## src/design/dac_clk_sync_pkg.sv

```systemverilog
package dac_clk_sync_pkg;
  // --------------------------------------------------------------------------
  // widths and coding
  // --------------------------------------------------------------------------
  localparam int          SAMPLE_W      = 14;
  localparam logic [13:0] CODE_MAX      = 14'h3fff;
  localparam logic [13:0] CODE_RST      = 14'h0000;
  localparam int          FIFO_DEPTH    = 4;
  // half-rate clock level while the alignment reset is held
  localparam logic        HALF_RST_LVL  = 1'b1;
  // --------------------------------------------------------------------------
  // timing
  // --------------------------------------------------------------------------
  // release window after a fast edge that costs one extra fast cycle
  localparam int          REL_WIN_PS    = 600;
  localparam int          CLK_PERIOD_PS = 10000;
  // the window is below one cycle, so it is clamped up to the one-cycle synchroniser slot
  localparam int          REL_WIN_CYC   = (REL_WIN_PS / CLK_PERIOD_PS) < 1 ? 1 :
                                          (REL_WIN_PS / CLK_PERIOD_PS);
  // --------------------------------------------------------------------------
  // half-rate phase states, gray along hold -> first low -> run
  // --------------------------------------------------------------------------
  typedef enum logic [1:0] {
    ST_HOLD  = 2'b00,
    ST_FIRST = 2'b01,
    ST_RUN   = 2'b11
  } phase_t;
endpackage

```

## src/design/sample_fifo.sv

```systemverilog
`timescale 1ns/10ps
module sample_fifo #(
  parameter int W     = 14,
  parameter int DEPTH = 4
) (
  // clock and reset
  input  wire logic         i_ref_clk,
  input  wire logic         i_rst_b,
  // write side
  input  wire logic         i_wr_valid,
  input  wire logic [W-1:0] i_wr_data,
  output logic              o_wr_ready,
  // read side
  output logic              o_rd_valid,
  output logic [W-1:0]      o_rd_data,
  input  wire logic         i_rd_ready
);
  localparam int AW = (DEPTH > 1) ? $clog2(DEPTH) : 1;
  localparam logic [AW:0] DEPTH_C = (AW + 1)'(DEPTH);

  logic [W-1:0] mem_ff [DEPTH];
  logic [AW-1:0] wr_ptr_ff, nxt_wr_ptr, rd_ptr_ff, nxt_rd_ptr;
  logic [AW:0]   cnt_ff, nxt_cnt;
  logic          push, pop;

  // honest flags straight from the occupancy count
  assign o_wr_ready = (cnt_ff != DEPTH_C);
  assign o_rd_valid = (cnt_ff != '0);
  assign o_rd_data  = mem_ff[rd_ptr_ff];
  assign push       = i_wr_valid && o_wr_ready;
  assign pop        = o_rd_valid && i_rd_ready;

  // pointer and count next values; wrap handles non power of two depths
  always_comb begin
    nxt_wr_ptr = wr_ptr_ff;
    nxt_rd_ptr = rd_ptr_ff;
    nxt_cnt    = cnt_ff;
    if (push) begin
      nxt_wr_ptr = (wr_ptr_ff == AW'(DEPTH - 1)) ? '0 : wr_ptr_ff + 1'b1;
    end
    if (pop) begin
      nxt_rd_ptr = (rd_ptr_ff == AW'(DEPTH - 1)) ? '0 : rd_ptr_ff + 1'b1;
    end
    if (push && !pop) begin
      nxt_cnt = cnt_ff + 1'b1;
    end else if (pop && !push) begin
      nxt_cnt = cnt_ff - 1'b1;
    end
  end

  always_ff @(posedge i_ref_clk or negedge i_rst_b) begin
    if (!i_rst_b) begin
      wr_ptr_ff <= '0;
      rd_ptr_ff <= '0;
      cnt_ff    <= '0;
    end else begin
      wr_ptr_ff <= nxt_wr_ptr;
      rd_ptr_ff <= nxt_rd_ptr;
      cnt_ff    <= nxt_cnt;
    end
  end

  // storage, one generate entry per word
  for (genvar g = 0; g < DEPTH; g++) begin : g_mem
    always_ff @(posedge i_ref_clk) begin
      if (push && (wr_ptr_ff == AW'(g))) begin
        mem_ff[g] <= i_wr_data;
      end
    end
  end
endmodule

```

## src/design/dac_clk_sync.sv

```systemverilog
// Function
// - divide fast clock to half rate, show delayed copy on status pin
// - converter latch loads on fast edge matching half-rate rising edge
// - alignment reset forces half-rate clock and its copy high
// - after reset: low on next edge, high after, latches capture
// - reset falling edge lets half-rate clock toggle on status pin again
// - release before a fast edge: status falls on the fourth edge after it, rises on the fifth
// - late release, 600 ps after an edge, adds one fast cycle
// - while reset low, status output toggles every fast edge
// - unsigned code 0..16383; all ones gives full true, zero complement
// - straight binary, msb on highest data line, lsb on line zero
`timescale 1ns/10ps
module dac_clk_sync
  import dac_clk_sync_pkg::*;
#(
  parameter int W     = dac_clk_sync_pkg::SAMPLE_W,
  parameter int DEPTH = dac_clk_sync_pkg::FIFO_DEPTH
) (
  // fast clock (update rate) and system reset
  input  wire logic         i_ref_clk,
  input  wire logic         i_rst_b,
  // alignment reset pin, active high, asynchronous to the clock
  input  wire logic         i_align_rst,
  // parallel sample pins, bit W-1 is the msb line, bit 0 the lsb line
  input  wire logic [W-1:0] i_sample,
  // half-rate clock copy
  output logic              o_lock_status_clock_out,
  // converter latch: true and complementary current codes
  output logic [W-1:0]      o_current_out_true,
  output logic [W-1:0]      o_current_out_comp,
  // status pulses
  output logic              o_capture,
  output logic              o_sample_drop
);
  import dac_clk_sync_pkg::*;

  // --------------------------------------------------------------------------
  // input synchronisers
  // --------------------------------------------------------------------------
  logic         rst_meta_ff, rst_sync_ff;
  logic [W-1:0] smp_meta_ff, smp_sync_ff;

  // release sampling slot
  // a release landing just after an edge misses that edge and costs one more
  // fast cycle; sub-cycle position is otherwise not resolvable here
  always_ff @(posedge i_ref_clk or negedge i_rst_b) begin
    if (!i_rst_b) begin
      rst_meta_ff <= HALF_RST_LVL;
      rst_sync_ff <= HALF_RST_LVL;
      smp_meta_ff <= '0;
      smp_sync_ff <= '0;
    end else begin
      rst_meta_ff <= i_align_rst;
      rst_sync_ff <= rst_meta_ff;
      smp_meta_ff <= i_sample;
      smp_sync_ff <= smp_meta_ff;
    end
  end

  // --------------------------------------------------------------------------
  // half-rate phase generator
  // --------------------------------------------------------------------------
  phase_t state_ff, nxt_state;
  logic   half_ff, nxt_half;
  logic   cap_strobe;

  always_comb begin
    nxt_state = state_ff;
    nxt_half  = half_ff;
    case (state_ff)
      ST_HOLD: begin
        nxt_half = HALF_RST_LVL;
        if (!rst_sync_ff) begin
          nxt_state = ST_FIRST;
          nxt_half  = 1'b0;
        end
      end
      ST_FIRST: begin
        nxt_half  = 1'b1;
        nxt_state = ST_RUN;
      end
      ST_RUN: begin
        nxt_half = ~half_ff;
      end
      default: begin
        nxt_state = ST_HOLD;
        nxt_half  = HALF_RST_LVL;
      end
    endcase
    if (rst_sync_ff) begin
      nxt_state = ST_HOLD;
      nxt_half  = HALF_RST_LVL;
    end
  end

  // phase registers; async clear parks in hold with the clock high
  always_ff @(posedge i_ref_clk or negedge i_rst_b) begin
    if (!i_rst_b) begin
      state_ff <= ST_HOLD;
      half_ff  <= HALF_RST_LVL;
    end else begin
      state_ff <= nxt_state;
      half_ff  <= nxt_half;
    end
  end

  // capture on half rise
  // the fast edge that takes the half-rate clock high is the latch edge
  assign cap_strobe = nxt_half && !half_ff && !rst_sync_ff;

  // --------------------------------------------------------------------------
  // sample path: input latch -> fifo -> converter latch
  // --------------------------------------------------------------------------
  logic         in_vld_ff, nxt_in_vld;
  logic [W-1:0] in_dat_ff, nxt_in_dat;
  logic         fifo_wr_ready, fifo_rd_valid;
  logic [W-1:0] fifo_rd_data;
  logic         in_push;

  assign in_push = in_vld_ff && fifo_wr_ready;

  // input latch holds one word until the fifo takes it; a capture that finds
  // it still full is dropped rather than overwriting an unsent sample
  always_comb begin
    nxt_in_vld = in_vld_ff && !in_push;
    nxt_in_dat = in_dat_ff;
    if (cap_strobe && !nxt_in_vld) begin
      nxt_in_dat = smp_sync_ff;
      nxt_in_vld = 1'b1;
    end
  end

  // input latch registers
  always_ff @(posedge i_ref_clk or negedge i_rst_b) begin
    if (!i_rst_b) begin
      in_vld_ff <= 1'b0;
      in_dat_ff <= '0;
    end else begin
      in_vld_ff <= nxt_in_vld;
      in_dat_ff <= nxt_in_dat;
    end
  end

  sample_fifo #(
    .W     (W),
    .DEPTH (DEPTH)
  ) u_fifo (
    .i_ref_clk  (i_ref_clk),
    .i_rst_b    (i_rst_b),
    .i_wr_valid (in_vld_ff),
    .i_wr_data  (in_dat_ff),
    .o_wr_ready (fifo_wr_ready),
    .o_rd_valid (fifo_rd_valid),
    .o_rd_data  (fifo_rd_data),
    .i_rd_ready (cap_strobe)
  );

  // --------------------------------------------------------------------------
  // converter latch and outputs
  // --------------------------------------------------------------------------
  logic [W-1:0] code_ff, nxt_code;
  logic [W-1:0] comp_ff, nxt_comp;
  logic         stat_ff, nxt_stat;
  logic         cap_ff, nxt_cap;
  logic         drop_ff, nxt_drop;

  always_comb begin
    nxt_code = code_ff;
    nxt_comp = comp_ff;
    if (cap_strobe && fifo_rd_valid) begin
      nxt_code = fifo_rd_data;
      nxt_comp = W'(CODE_MAX) - fifo_rd_data;
    end
    // delayed copy
    // the copy lags the internal clock by one fast cycle, like the pin driver
    nxt_stat = half_ff;
    if (rst_sync_ff) begin
      nxt_stat = HALF_RST_LVL;
    end
    nxt_cap  = cap_strobe;
    // a drop is a capture meeting a latch the fifo did not drain this cycle;
    // a latch that is leaving in the same cycle is no loss
    nxt_drop = cap_strobe && in_vld_ff && !in_push;
  end

  // converter latch and status registers
  always_ff @(posedge i_ref_clk or negedge i_rst_b) begin
    if (!i_rst_b) begin
      code_ff <= W'(CODE_RST);
      comp_ff <= W'(CODE_MAX);
      stat_ff <= HALF_RST_LVL;
      cap_ff  <= 1'b0;
      drop_ff <= 1'b0;
    end else begin
      code_ff <= nxt_code;
      comp_ff <= nxt_comp;
      stat_ff <= nxt_stat;
      cap_ff  <= nxt_cap;
      drop_ff <= nxt_drop;
    end
  end

  // every port is a plain register copy, no logic after the flops
  assign o_lock_status_clock_out = stat_ff;
  assign o_current_out_true      = code_ff;
  assign o_current_out_comp      = comp_ff;
  assign o_capture               = cap_ff;
  assign o_sample_drop           = drop_ff;
endmodule

```

## config.mk

```make
export PLATFORM = sky130hd
export DESIGN_NAME = dac_clk_sync
export DESIGN_NICKNAME = d
export VERILOG_FILES = /design/src/design/dac_clk_sync_pkg.sv /design/src/design/sample_fifo.sv /design/src/design/dac_clk_sync.sv
export SDC_FILE = /design/constraint.sdc
export NUM_CORES = 1
export LEC_CHECK = 0
export ABC_AREA = 0
export BUFFER_PORTS_ARGS = -buffer_cell sky130_fd_sc_hd__buf_4
export CAP_MARGIN = 20
export CORE_ASPECT_RATIO = 0.8
export CORE_MARGIN = 2
export CORE_UTILIZATION = 45
export DETAILED_ROUTE_END_ITERATION = 6
export GPL_ROUTABILITY_DRIVEN = 0
export PLACE_DENSITY = 0.64
export SLEW_MARGIN = 20
export SYNTH_ARGS = -nofsm -noshare
export SYNTH_HDL_FRONTEND = slang
export SYNTH_SLANG_ARGS = --single-unit
```

## constraint.sdc

```tcl
create_clock -name i_ref_clk -period 4.75 [get_ports i_ref_clk]
set_input_delay 0.475 -clock i_ref_clk [delete_from_list [all_inputs] [get_ports i_ref_clk]]
set_output_delay 0.475 -clock i_ref_clk [all_outputs]
set_load 0.1 [all_outputs]
```

# --- Yosys cells after proc, flatten, opt, wreduce, memory -nomap -nowiden ---
# Memories as Yosys holds them, arrays and structs flattened.
# Cells that the tools add are included.
word_totals:
  register_bits: 86
  latch_bits: 0
  ramBits: 56
  rom_bits: 0
  in_bits: 17
  out_inout_bits: 31
  elab_cells: 84
  n_memories: 1
memory_table:
  columns: ["memory", "words", "word_bits", "read_ports", "rd_ports_with_merged_regs", "wr", "line", "rtl"]
  rows:
  - ["u_fifo.mem_ff", 4, 14, 1, 0, 1, "sample_fifo.sv:21", "logic [W-1:0] mem_ff [DEPTH];"]
classes:
  n_addsub: 5
  mul: 0
  div_mod_pow: 0
  magnitude_cmp: 0
  n_eq_ne: 8
  shift: 0
  muxes: 27
  n_bitwise: 1
  reduce_logical: 26
ops:
  columns: ["operator", "n"]
  rows:
  - ["$mux W14", 3]
  - ["$reduce_or A14 Y1", 3]
  - ["$logic_and A1 B1 Y1", 14]
  - ["$mux W1", 14]
  - ["$sub A14 B14 Y14 const A", 1]
  - ["$mux W2", 6]
  - ["$eq A2 B2 Y1 const B", 4]
  - ["$mux W3", 2]
  - ["$pmux W2 S3", 1]
  - ["$logic_not A1 Y1", 5]
  - ["$add A2 B1 Y2 const B", 2]
  - ["$eq A2 B1 Y1 const B", 2]
  - ["$logic_not A2 Y1", 2]
  - ["$add A3 B1 Y3 const B", 1]
  - ["$ne A3 B3 Y1 const B", 1]
  - ["$reduce_bool A3 Y1", 1]
  - ["$sub A3 B1 Y3 const B", 1]
  - ["$ne A2 B2 Y1 const B", 1]
  - ["$pmux W1 S2", 1]
  - ["$reduce_bool A2 Y1", 1]
  - ["$not A1 Y1", 1]

# --- Depth between registers and ports, before layout ---
# Gate-level depths: netlist of the first run.
logic_depth:
  word_depth: 9
  depth_mapped: 12

# --- Modules after synthesis ---
# Synthesis of the first run repeated with hierarchy kept, for this count alone.
hier_totals:
  hier_cells: 263
  area_unflattened_um2: 5133.7
by_module_without_submodules:
  columns: ["mod", "n_inst", "cells_each", "area_each_um2", "seq_area_each_um2"]
  rows:
  - ["dac_clk_sync", 1, 154, 2675.1, 1999.4]
  - ["sample_fifo", 1, 109, 2458.6, 1856.8]

# --- Least setup slack after synthesis of the first run ---
# OpenSTA, ideal clock, no wires.
synth_timing:
  kind: "flip-flop to flip-flop"
  start: "register u_fifo.cnt_ff[0]"
  end: "register u_fifo.cnt_ff[2]"
  setup_time_ns: 0.079
  arrival_ns: 2.378
  required_time_ns: 4.671
  path_slack_ns: 2.293
  path_stages_with_launch: 13
  path_buffers: 3
  synth_period_minus_slack_ns: 2.457
  path_cell_list: "dfrtp_1 -> or3_1 -> buf_2 -> and3_4 -> buf_6 -> buf_2 -> inv_2 -> ha_1 -> inv_1 -> fa_1 -> xor2_1 -> nor2_1 -> xor2_1"
synth_via:
  elab_chain_cells: 5
  elab_cells_between_ends: 13
  classes_between: "2 x add/sub; 1 x eq/ne; 2 x mux; 8 x reduce/logical"
synth_lines:
  columns: ["element", "line", "rtl"]
  rows:
  - ["from (decl)", "sample_fifo.sv:23", "logic [AW:0] cnt_ff, nxt_cnt;"]
  - ["from (signal assigned)", "sample_fifo.sv:59", "cnt_ff <= nxt_cnt;"]
  - ["parallel branches: the longest is 5 deep, another holds $sub A3 B1 Y3", null, null]
# Several ways; the timed one is not identified. The select of a mux whose other input is x is not followed.
# A chain may end at the register's enable or synchronous reset.

# --- Final worst setup path of the first run ---
# Ends and elaborated chain as after synthesis.

==> flow_summary_export.csv, run 1 <==
group,metric,value,unit
grt,grt_util_met2,21.0,%
die,std_cell_rows,34,
logic_synthesis,syn-cell-area,5060,µm²
setup_path,cp-start-kind,"flip-flop",
clock_network,cts_setup_buffers,0,
layout,nets,362,
layout,fill_cells,846,
layout,layout_commonest_cell,"dfrtp_1",
timing,slew_violations,0,
grt,grt_overflow,0,
routing,vias,2468,
logic_synthesis,synth.avg_cell_area,17.8,µm²
clock_network,cts_tree,"done",
setup_path,cp_data_arrival_time,2.97,ns
timing,setup_slack,2.12,ns
layout,n_antenna_cell,0,
clock_network,clk_path_buf_depth,2,
setup_path,criticalPathCategory,"reg -> reg",
routing,wire_per_inst,16.1,µm
clock_network,clock_sinks,142,
routing,routed_via_density,4.99,
grt,global_route.usage.met1,20.4,%
grt,grt_pass1_vias,2510,
timing,hold_viol,0,
setup_path,cp-end-kind,"flip-flop",
grt,top_usage_layer,"met2",
setup_path,required,5.09,ns
die,dieArea,12100,µm²
grt,grt_start_max_net_pins,87,
layout,final_cell_mix,"dfrtp_1, edfxtp_1, buf_4",
clock_network,clk_pin_slew,0.06,ns
clock_network,numCtsBuffers,17,
logic_synthesis,synthFlopType,"dfrtp_1",
logic_synthesis,syn_nets,308,
grt,grt_use_total,14.8,%
die,start_util,46.3,%
place,port_buffers,47,
logic_synthesis,ys_warn_count,0,
grt,grt_use_met3,6.94,%
layout,drive_gt1_share,33.9,%
die,io_pins,48,
timing,finalSetupTns,0,ns
die,coreArea,10900,µm²
logic_synthesis,synth_cells,284,
timing,period_share,55.4,%
timing,worstMarginPinSlew,0.823,ns
status,outcome,"finished, final reports clean",
run,cap_violations,0,
routing,drt_iter0_markers,156,
timing,rsz0062_at_grt,"false",
timing,slew_headroom,45.2,%
logic_synthesis,ys_seq_area_share,76.2,%
logic_synthesis,async_flop_share,60.6,%
place,place_hpwl,4.87,mm
timing,max_freq,380,MHz
routing,first_pass_iters,5,
routing,wl,7.95,mm
routing,postRouteAntennaNets,0,
die,die_w,123,µm
worst_hold_path,min-delay-path-class,"in -> async",
clock_network,clkLatencyLatePin,0.41,ns
grt,antenna_found_initial,0,
logic_synthesis,synth-seq-cells,142,
setup_path,crit_fanout,31,
grt,grt_pass1_wl,13.2,mm
clock_network,cts_root_buffer,"clkbuf_16",
layout,syn_to_final_growth,22.1,%
logic_synthesis,synth_cell_types,33,
die,die_y,98.8,µm
clock_network,cts_hold_buffers,0,
timing,finalSetupViolCount,0,
timing,final.min_clock_period,2.63,ns
timing,clock_skew,0.00568,ns
routing,drc,0,
place,dp_slack,2.13,ns
clock_network,cts_max_level,4,
logic_synthesis,synth_edf_count,56,
clock_network,cts_resized,0,
==> layout make-up <==
cell class                 count  area [µm²]  share of cell area, %
timing repair buffer          49         392                   6.34
clock buffer                  18         439                   7.11
clock inverter                14         190                   3.08
tap                          144         180                   2.92
sequential                   142        3860                   62.4
multi-input combinational    107        1040                   16.9
inverter                      21        78.8                   1.28
==> synth_stat cells, types with 2 or more instances <==
library cell,instances,area share (%)
mux4_2,14,6.2
buf_6,2,0.45
nand4_1,14,1.7
xor2_1,2,0.35
buf_2,6,0.59
dfrtp_1,68,34
inv_1,20,1.5
nand2_1,2,0.15
clkbuf_1,3,0.22
o21ai_1,14,1.4
dfstp_2,18,9.3
o21a_1,14,2.1
mux2_2,3,0.67
ha_1,6,1.5
nor2_1,7,0.52
edfxtp_1,56,33
buf_4,2,0.30
mux2_1,15,3.3
and2_1,4,0.49
==> final timing paths <==
path                                              start                      endpoint  slack, ns  cells after the start
min in group i_ref_clk                     i_sample[10]     smp_meta_ff[10]$_DFF_PN0_       0.17                      1
max reg2reg                u_fifo.cnt_ff[0]$_DFFE_PN0P_  u_fifo.cnt_ff[2]$_DFFE_PN0P_       2.12                      9
max                        u_fifo.cnt_ff[0]$_DFFE_PN0P_  u_fifo.cnt_ff[2]$_DFFE_PN0P_       2.12                      9
min reg2reg                    smp_meta_ff[4]$_DFF_PN0_      smp_sync_ff[4]$_DFF_PN0_       0.34                      0
min                                             i_rst_b      smp_meta_ff[9]$_DFF_PN0_       0.11                      1
max in group asynchronous                       i_rst_b      in_dat_ff[3]$_DFFE_PN0P_       4.10                      1
==> flip-flops by register name, summed over array words and instances, names as in the netlist <==
signal,cells
u_fifo.cnt_ff,3
o_capture,1
o_current_out_comp,14
smp_sync_ff,14
o_current_out_true,14
in_vld_ff,1
half_ff,1
rst_meta_ff,1
u_fifo.wr_ptr_ff,2
o_lock_status_clock_out,1
smp_meta_ff,14
o_sample_drop,1
state_ff,2
in_dat_ff,14
u_fifo.rd_ptr_ff,2
u_fifo.mem_ff,56
rst_sync_ff,1
==> through the flow <==
stage	utilization [%]	hold slack, ns	instances	area, µm²
final	56.5	0.107	495	6180
after global placement	50.5	0.331	462	5520
after CTS	56.2	0.147	494	6150
after floorplan	-	0.179	284	5060
after detailed placement	50.5	0.335	462	5520
after global routing	56.5	0.141	495	6180
==> worst max-delay path: stages (launching register included) <==
cell     delay, ns
dfrtp_1       0.44
or3_1         0.60
and3_4        0.39
inv_2         0.08
ha_1          0.17
inv_1         0.07
fa_1          0.37
xor2_1        0.17
nor2_1        0.11
xor2_1        0.15
==> cells by family (layout without fill, tap and decap cells) <==
logic type               Yosys count  in the layout  synth area share [%]
AND/OR/NAND/NOR                   33             33                  3.81
flip-flops                       142            142                  76.2
AO/OA/AOI/OAI                     31             31                  3.86
XOR/XNOR                           3              3                 0.519
adder cells (fa/ha/maj)            7              7                  1.88
multiplexers                      33             33                  10.5
buffers and inverters             35            102                  3.19
==> per-layer routing <==
layer	part of all wire [%]	vias up	wire, µm
li1	-	1143	-
met1	48	1258	3840
met2	45	63	3600
met3	5.7	4	454
met4	0.62	0	49
met5	0	-	0
Power of run 1 is not shown: default switching activity piles up to over one toggle a cycle in this logic, so the estimate is an artifact.
==> run 2: changes to the inputs <==
--- a/config.mk
+++ b/config.mk
@@ -5,7 +5,7 @@
 export SDC_FILE = /design/constraint.sdc
 export NUM_CORES = 1
 export LEC_CHECK = 0
-export ABC_AREA = 0
+export ABC_AREA = 1
 export BUFFER_PORTS_ARGS = -buffer_cell sky130_fd_sc_hd__buf_4
 export CAP_MARGIN = 20
 export CORE_ASPECT_RATIO = 0.8
==> constraint.sdc (replaced) <==
create_clock -name i_ref_clk -period 2.5 [get_ports i_ref_clk]
set_input_delay 0.25 -clock i_ref_clk [delete_from_list [all_inputs] [get_ports i_ref_clk]]
set_output_delay 0.25 -clock i_ref_clk [all_outputs]
set_load 0.1 [all_outputs]
==> flow_summary_export.csv, run 2 <==
group,metric,value,unit
setup_path,cp-end-kind,"flip-flop",
layout,syn_to_final_growth,21.2,%
clock_network,cts_tree,"done",
timing,slew_headroom,49.9,%
layout,layout_commonest_cell,"nand2_1",
run,cap_violations,0,
routing,postRouteAntennaNets,0,
grt,grt_pass1_vias,3599,
layout,top_register,"u_fifo.mem_ff",
clock_network,cts_root_buffer,"clkbuf_16",
routing,first_pass_iters,5,
clock_network,clk_path_buf_depth,2,
die,die_w,130,µm
logic_synthesis,synth_fa_ha_area_share,1.66,%
clock_network,clkLatencyLatePin,0.43,ns
timing,worstMarginPinSlew,0.751,ns
power_and_ir_drop,pwr_density_cell,1340,nW/µm²
logic_synthesis,synth.avg_cell_area,10.0,µm²
die,coreArea,12300,µm²
logic_synthesis,synth_edf_count,56,
setup_path,cp-start-kind,"flip-flop",
logic_synthesis,synth_cell_types,25,
grt,grt_overflow,0,
timing,finalSetupTns,0,ns
layout,drive_gt1_share,18.2,%
grt,grt_start_max_net_pins,87,
die,io_pins,48,
routing,wire_per_inst,12.9,µm
worst_hold_path,min-delay-path-class,"reg -> reg",
timing,max_freq,494,MHz
clock_network,numCtsBuffers,17,
timing,hold-worst-slack,0.347,ns
clock_network,clock_sinks,142,
grt,grt_pass1_wl,17.7,mm
logic_synthesis,synth_cells,570,
logic_synthesis,synthTopCellsByCount,"nand2_1, dfrtp_1, nand3_1",
timing,period_share,81.0,%
routing,routed_via_density,4.64,
timing,final.min_clock_period,2.02,ns
logic_synthesis,synth_mux_area_share,0,%
layout,fill_cells,1058,
grt,antenna_found_initial,0,
place,port_buffers,47,
place,place_hpwl,6.62,mm
routing,vias,3810,
clock_network,cts_max_level,4,
layout,nets,661,
logic_synthesis,ys_seq_area_share,67.4,%
logic_synthesis,syn_nets,594,
routing,drc,0,
logic_synthesis,synth_xor_area_share,0.306,%
power_and_ir_drop,p_leak,3.38,nW
routing,wl,10.6,mm
logic_synthesis,yosysMostFrequentCell,"nand2_1",
timing,hold_viol,0,
die,std_cell_rows,36,
status,outcome,"finished, final reports clean",
logic_synthesis,async_flop_share,60.6,%
logic_synthesis,synthFlopType,"dfrtp_1",
clock_network,cts_resized,0,
timing,slew_violations,0,
timing,finalSetupViolCount,0,
timing,clock_skew,0.00972,ns
logic_synthesis,synth_top_family_by_area,"simple AND/OR/NAND/NOR gates",
clock_network,clk_pin_slew,0.06,ns
logic_synthesis,netlist.area_leader.share,29.8,%
timing,rsz0062_at_grt,"false",
logic_synthesis,synth_area_leader_cell,"dfrtp_1",
setup_path,cp_data_arrival_time,2.30,ns
power_and_ir_drop,ir_worst_vdd,1120,µV
setup_path,criticalPathCategory,"reg -> reg",
routing,drt_iter0_markers,298,
layout,largest_reg_flops,56,
die,dieArea,13600,µm²
die,start_util,46.5,%
logic_synthesis,ys_warn_count,0,
logic_synthesis,synth-seq-cells,142,
logic_synthesis,synth_compound_area_share,0.438,%
layout,final_area,6930,µm²
setup_path,r2r_slack,0.48,ns
layout,final_cell_mix,"nand2_1, dfrtp_1, nand3_1",
layout,fin_util,56.4,%
setup_path,required,2.78,ns
grt,grt_use_total,17.2,%
logic_synthesis,synth-simple-area-share,24.4,%
logic_synthesis,syn-cell-area,5720,µm²
die,die_y,105,µm
setup_path,crit_fanout,8,
layout,n_antenna_cell,0,
logic_synthesis,synth_area_leaders,"dfrtp_1, edfxtp_1, nand2_1",
place,placed_area,6200,µm²
==> run 2: metrics by stage <==
| stage | power (W) | cells | worst slack, ns |
|---|---|---|---|
| after floorplan | 0.00613 | 570 | 0.590 |
| after global placement | 0.00678 | 773 | 0.674 |
| after detailed placement | 0.00686 | 773 | 0.499 |
| after CTS | 0.00932 | 820 | 0.485 |
| after global routing | 0.00978 | 821 | 0.336 |
| final | 0.00926 | 821 | 0.476 |
==> run 2: path summary, 6_finish.rpt <==
kind / start / endpoint / cells past startpoint
hold / removal: smp_meta_ff[6]$_DFF_PN0_ / smp_sync_ff[6]$_DFF_PN0_ / 0
hold reg to reg: smp_meta_ff[6]$_DFF_PN0_ / smp_sync_ff[6]$_DFF_PN0_ / 0
max in group asynchronous: i_rst_b / o_current_out_true[3]$_DFFE_PN0P_ / 2
setup / recovery: u_fifo.cnt_ff[0]$_DFFE_PN0P_ / u_fifo.cnt_ff[1]$_DFFE_PN0P_ / 9
setup reg to reg: u_fifo.cnt_ff[0]$_DFFE_PN0P_ / u_fifo.cnt_ff[1]$_DFFE_PN0P_ / 9
min in group asynchronous: i_rst_b / o_capture$_DFF_PN0_ / 2
==> run 2: area by class of cell <==
cell class	count	area, µm²	share of cell area (%)
Tap cell	171	214	3.09
Inverter	48	180	2.60
Clock buffer	18	429	6.19
Sequential cell	142	3860	55.6
Timing Repair Buffer	71	577	8.32
Clock inverter	14	145	2.09
Multi-Input combinational cell	357	1530	22.1
==> run 2: cell families (layout without fill, tap and decap cells) <==
| logic type | count (synthesis) | after routing |
|---|---|---|
| buffers and inverters | 71 | 151 |
| AND/OR/NAND/NOR | 343 | 343 |
| AO/OA/AOI/OAI | 5 | 5 |
| adder cells (fa/ha/maj) | 7 | 7 |
| XOR/XNOR | 2 | 2 |
| flip-flops | 142 | 142 |
==> run 2: routing by layer <==
metal	up-vias	part of all wire, %	wire (µm)	global-route usage, %
li1	1927	-	-	-
met3	17	6.8	722	5.43
met4	0	1.6	165	6.68
met5	-	0	0	0
met2	131	43	4580	24.9
met1	1735	48	5090	24.3
==> run 2: what timing repair did <==
action | 4_1_cts | 5_1_grt
buffers inserted | 0 | 0
hold buffers | 15 | 1
hold endpoints to repair | 15 | 68
==> run 2: critical path, cell delays in order, from the launching register on <==
cell and delay (ns):
dfrtp_1 0.42, inv_1 0.14, nand3_1 0.08, nand2_1 0.20
inv_1 0.10, ha_1 0.23, inv_1 0.09, fa_1 0.42
nand2_1 0.09, o21ai_0 0.11
==> run 2: power by group <==
part | internal (W) | switching (W) | leakage, nW
logic | 0.000807 | 0.00277 | 1.56
clock network | 0.00147 | 0.000957 | 0.284
registers | 0.00298 | 0.000281 | 1.53
total | 0.00525 | 0.00401 | 3.38
(Power assumes the default switching activity.)
==> run 3: changes to the inputs <==
--- a/config.mk
+++ b/config.mk
@@ -13,7 +13,7 @@
 export CORE_UTILIZATION = 45
 export DETAILED_ROUTE_END_ITERATION = 6
 export GPL_ROUTABILITY_DRIVEN = 0
-export PLACE_DENSITY = 0.64
+export PLACE_DENSITY = 0.66
 export SLEW_MARGIN = 20
 export SYNTH_ARGS = -nofsm -noshare
 export SYNTH_HDL_FRONTEND = slang
==> constraint.sdc (replaced) <==
create_clock -name i_ref_clk -period 1.75 [get_ports i_ref_clk]
set_input_delay 0.175 -clock i_ref_clk [delete_from_list [all_inputs] [get_ports i_ref_clk]]
set_output_delay 0.175 -clock i_ref_clk [all_outputs]
set_load 0.1 [all_outputs]
==> flow_summary_export.csv, run 3 (synthesized netlist as in run 2, its figures left out) <==
group,metric,value,unit
timing,setup_slack,0.0205,ns
grt,grt_pass1_vias,3575,
grt,grt_overflow,0,
layout,n_antenna_cell,0,
layout,final_cell_mix,"nand2_1, dfrtp_1, buf_4",
grt,grt_use_total,16.8,%
setup_path,criticalPathCategory,"reg -> reg",
timing,slew_headroom,69.3,%
layout,fin_util,57.9,%
grt,grt_start_max_net_pins,63,
setup_path,required,2.04,ns
place,placed_area,6290,µm²
routing,drt_iter0_markers,330,
die,coreArea,12300,µm²
timing,clock_skew,0.0103,ns
power_and_ir_drop,p_leak,3.46,nW
setup_path,timing.rr.start,"half_ff$_DFF_PN1_",
routing,first_pass_iters,4,
timing,period_share,98.8,%
setup_path,cp-end-kind,"flip-flop",
timing,max_freq,578,MHz
timing,hold_viol,0,
layout,top_register,"u_fifo.mem_ff",
setup_path,path_cells,"inv_1 > nand2_4 > nor2_4 > nand2_4 > ha_4 > inv_2 > fa_2 > nand2_1 > nand3_2 > xor2_1",
layout,syn_to_final_growth,24.5,%
clock_network,cts_root_buffer,"clkbuf_16",
die,start_util,46.5,%
clock_network,numCtsBuffers,17,
setup_path,critPathSlowestCell,"dfstp_2",
timing,final.min_clock_period,1.73,ns
routing,wire_per_inst,12.6,µm
setup_path,startpoint,"half_ff$_DFF_PN1_",
worst_hold_path,min-delay-path-class,"in -> async",
routing,routed_via_density,4.57,
timing,worstMarginPinSlew,0.459,ns
timing,slew_violations,0,
layout,drive_gt1_share,20.4,%
setup_path,path_buf_inv,2,
place,port_buffers,47,
power_and_ir_drop,ir_worst_vdd,1080,µV
grt,antenna_found_initial,0,
layout,layout_commonest_cell,"nand2_1",
routing,wl,10.5,mm
layout,final_area,7120,µm²
die,dieArea,13600,µm²
clock_network,clkLatencyLatePin,0.41,ns
run,cap_violations,0,
setup_path,cp_data_arrival_time,2.02,ns
clock_network,cts_tree,"done",
die,io_pins,48,
setup_path,crit_fanout,2,
grt,grt_pass1_wl,17.6,mm
status,outcome,"finished, final reports clean",
die,std_cell_rows,36,
timing,rsz0062_at_grt,"true",
clock_network,cts_max_level,4,
setup_path,cpLargestDelayFamily,"flip-flops",
clock_network,clk_path_buf_depth,2,
setup_path,slowest_delay,0.52,ns
routing,postRouteAntennaNets,0,
timing,finalSetupTns,0,ns
routing,vias,3789,
routing,drc,0,
layout,nets,669,
setup_path,path_common_cell,"nand2_4",
clock_network,clk_pin_slew,0.06,ns
setup_path,cp-start-kind,"flip-flop",
die,die_y,105,µm
layout,largest_reg_flops,56,
timing,finalSetupViolCount,0,
place,dp_slack,-0.0419,ns
power_and_ir_drop,fin_total_pwr,0.0137,W
die,die_w,130,µm
place,place_hpwl,7.06,mm
clock_network,clock_sinks,142,
power_and_ir_drop,pwr_density_cell,1930,nW/µm²
-- run 3: changes by cell type in the layout (fill, tap and decap cells not counted), moves of 3 or more --
cell / before / now
clkinv_4: 5 / 2
inv_1: 42 / 38
buf_4: 54 / 61
inv_2: 6 / 10
bufinv_16: 2 / 5
-- run 3: where the power goes --
group	switching (W)	internal [W]
sequential	0.000409	0.00426
combinational	0.00399	0.00126
clock	0.00130	0.00253
-- run 3: area by class of cell --
cell class              instances  area (µm²)
inverters                      48         180
multi-input cells             357        1570
fillers                      1028        5180
clock buffers                  18         429
well taps                     171         214
clock inverters                14         215
flip-flops and latches        142        3860
repair buffers                 79         658
-- run 3: worst paths after layout --
| kind | to | slack (ns) | cells past startpoint |
|---|---|---|---|
| worst max-delay path | u_fifo.cnt_ff[2]$_DFFE_PN0P_ | 0.02 | 10 |
| worst min-delay path | smp_meta_ff[1]$_DFF_PN0_ | 0.20 | 2 |
| worst max register to register | u_fifo.cnt_ff[2]$_DFFE_PN0P_ | 0.02 | 10 |
| worst min register to register | smp_sync_ff[4]$_DFF_PN0_ | 0.35 | 0 |
| max in group asynchronous | o_current_out_comp[7]$_DFFE_PN1P_ | 0.87 | 3 |
| min in group i_ref_clk | smp_sync_ff[4]$_DFF_PN0_ | 0.35 | 0 |
-- run 3: through the flow --
stage                     std cells  hold slack, ns
final                           829           0.204
after detailed placement        780          0.0916
after global routing            829           0.215
after floorplan                 570          -0.121
after CTS                       828           0.192
after global placement          780          0.0886
-- run 3: metal layers --
metal	global-route usage, %	part of all wire (%)	vias up
li1	-	-	1940
met1	25.2	50	1705
met2	23.0	42	137
met3	4.66	7.4	7
met4	6.61	1.0	0
met5	0	0	-
-- run 3: timing repair --
action	in CTS	in global routing
endpoints found under the setup margin	2	2
pin swaps	0	1
setup buffers	0	1
hold endpoints to repair	39	0
hold buffers	16	0
gates resized for setup	1	5
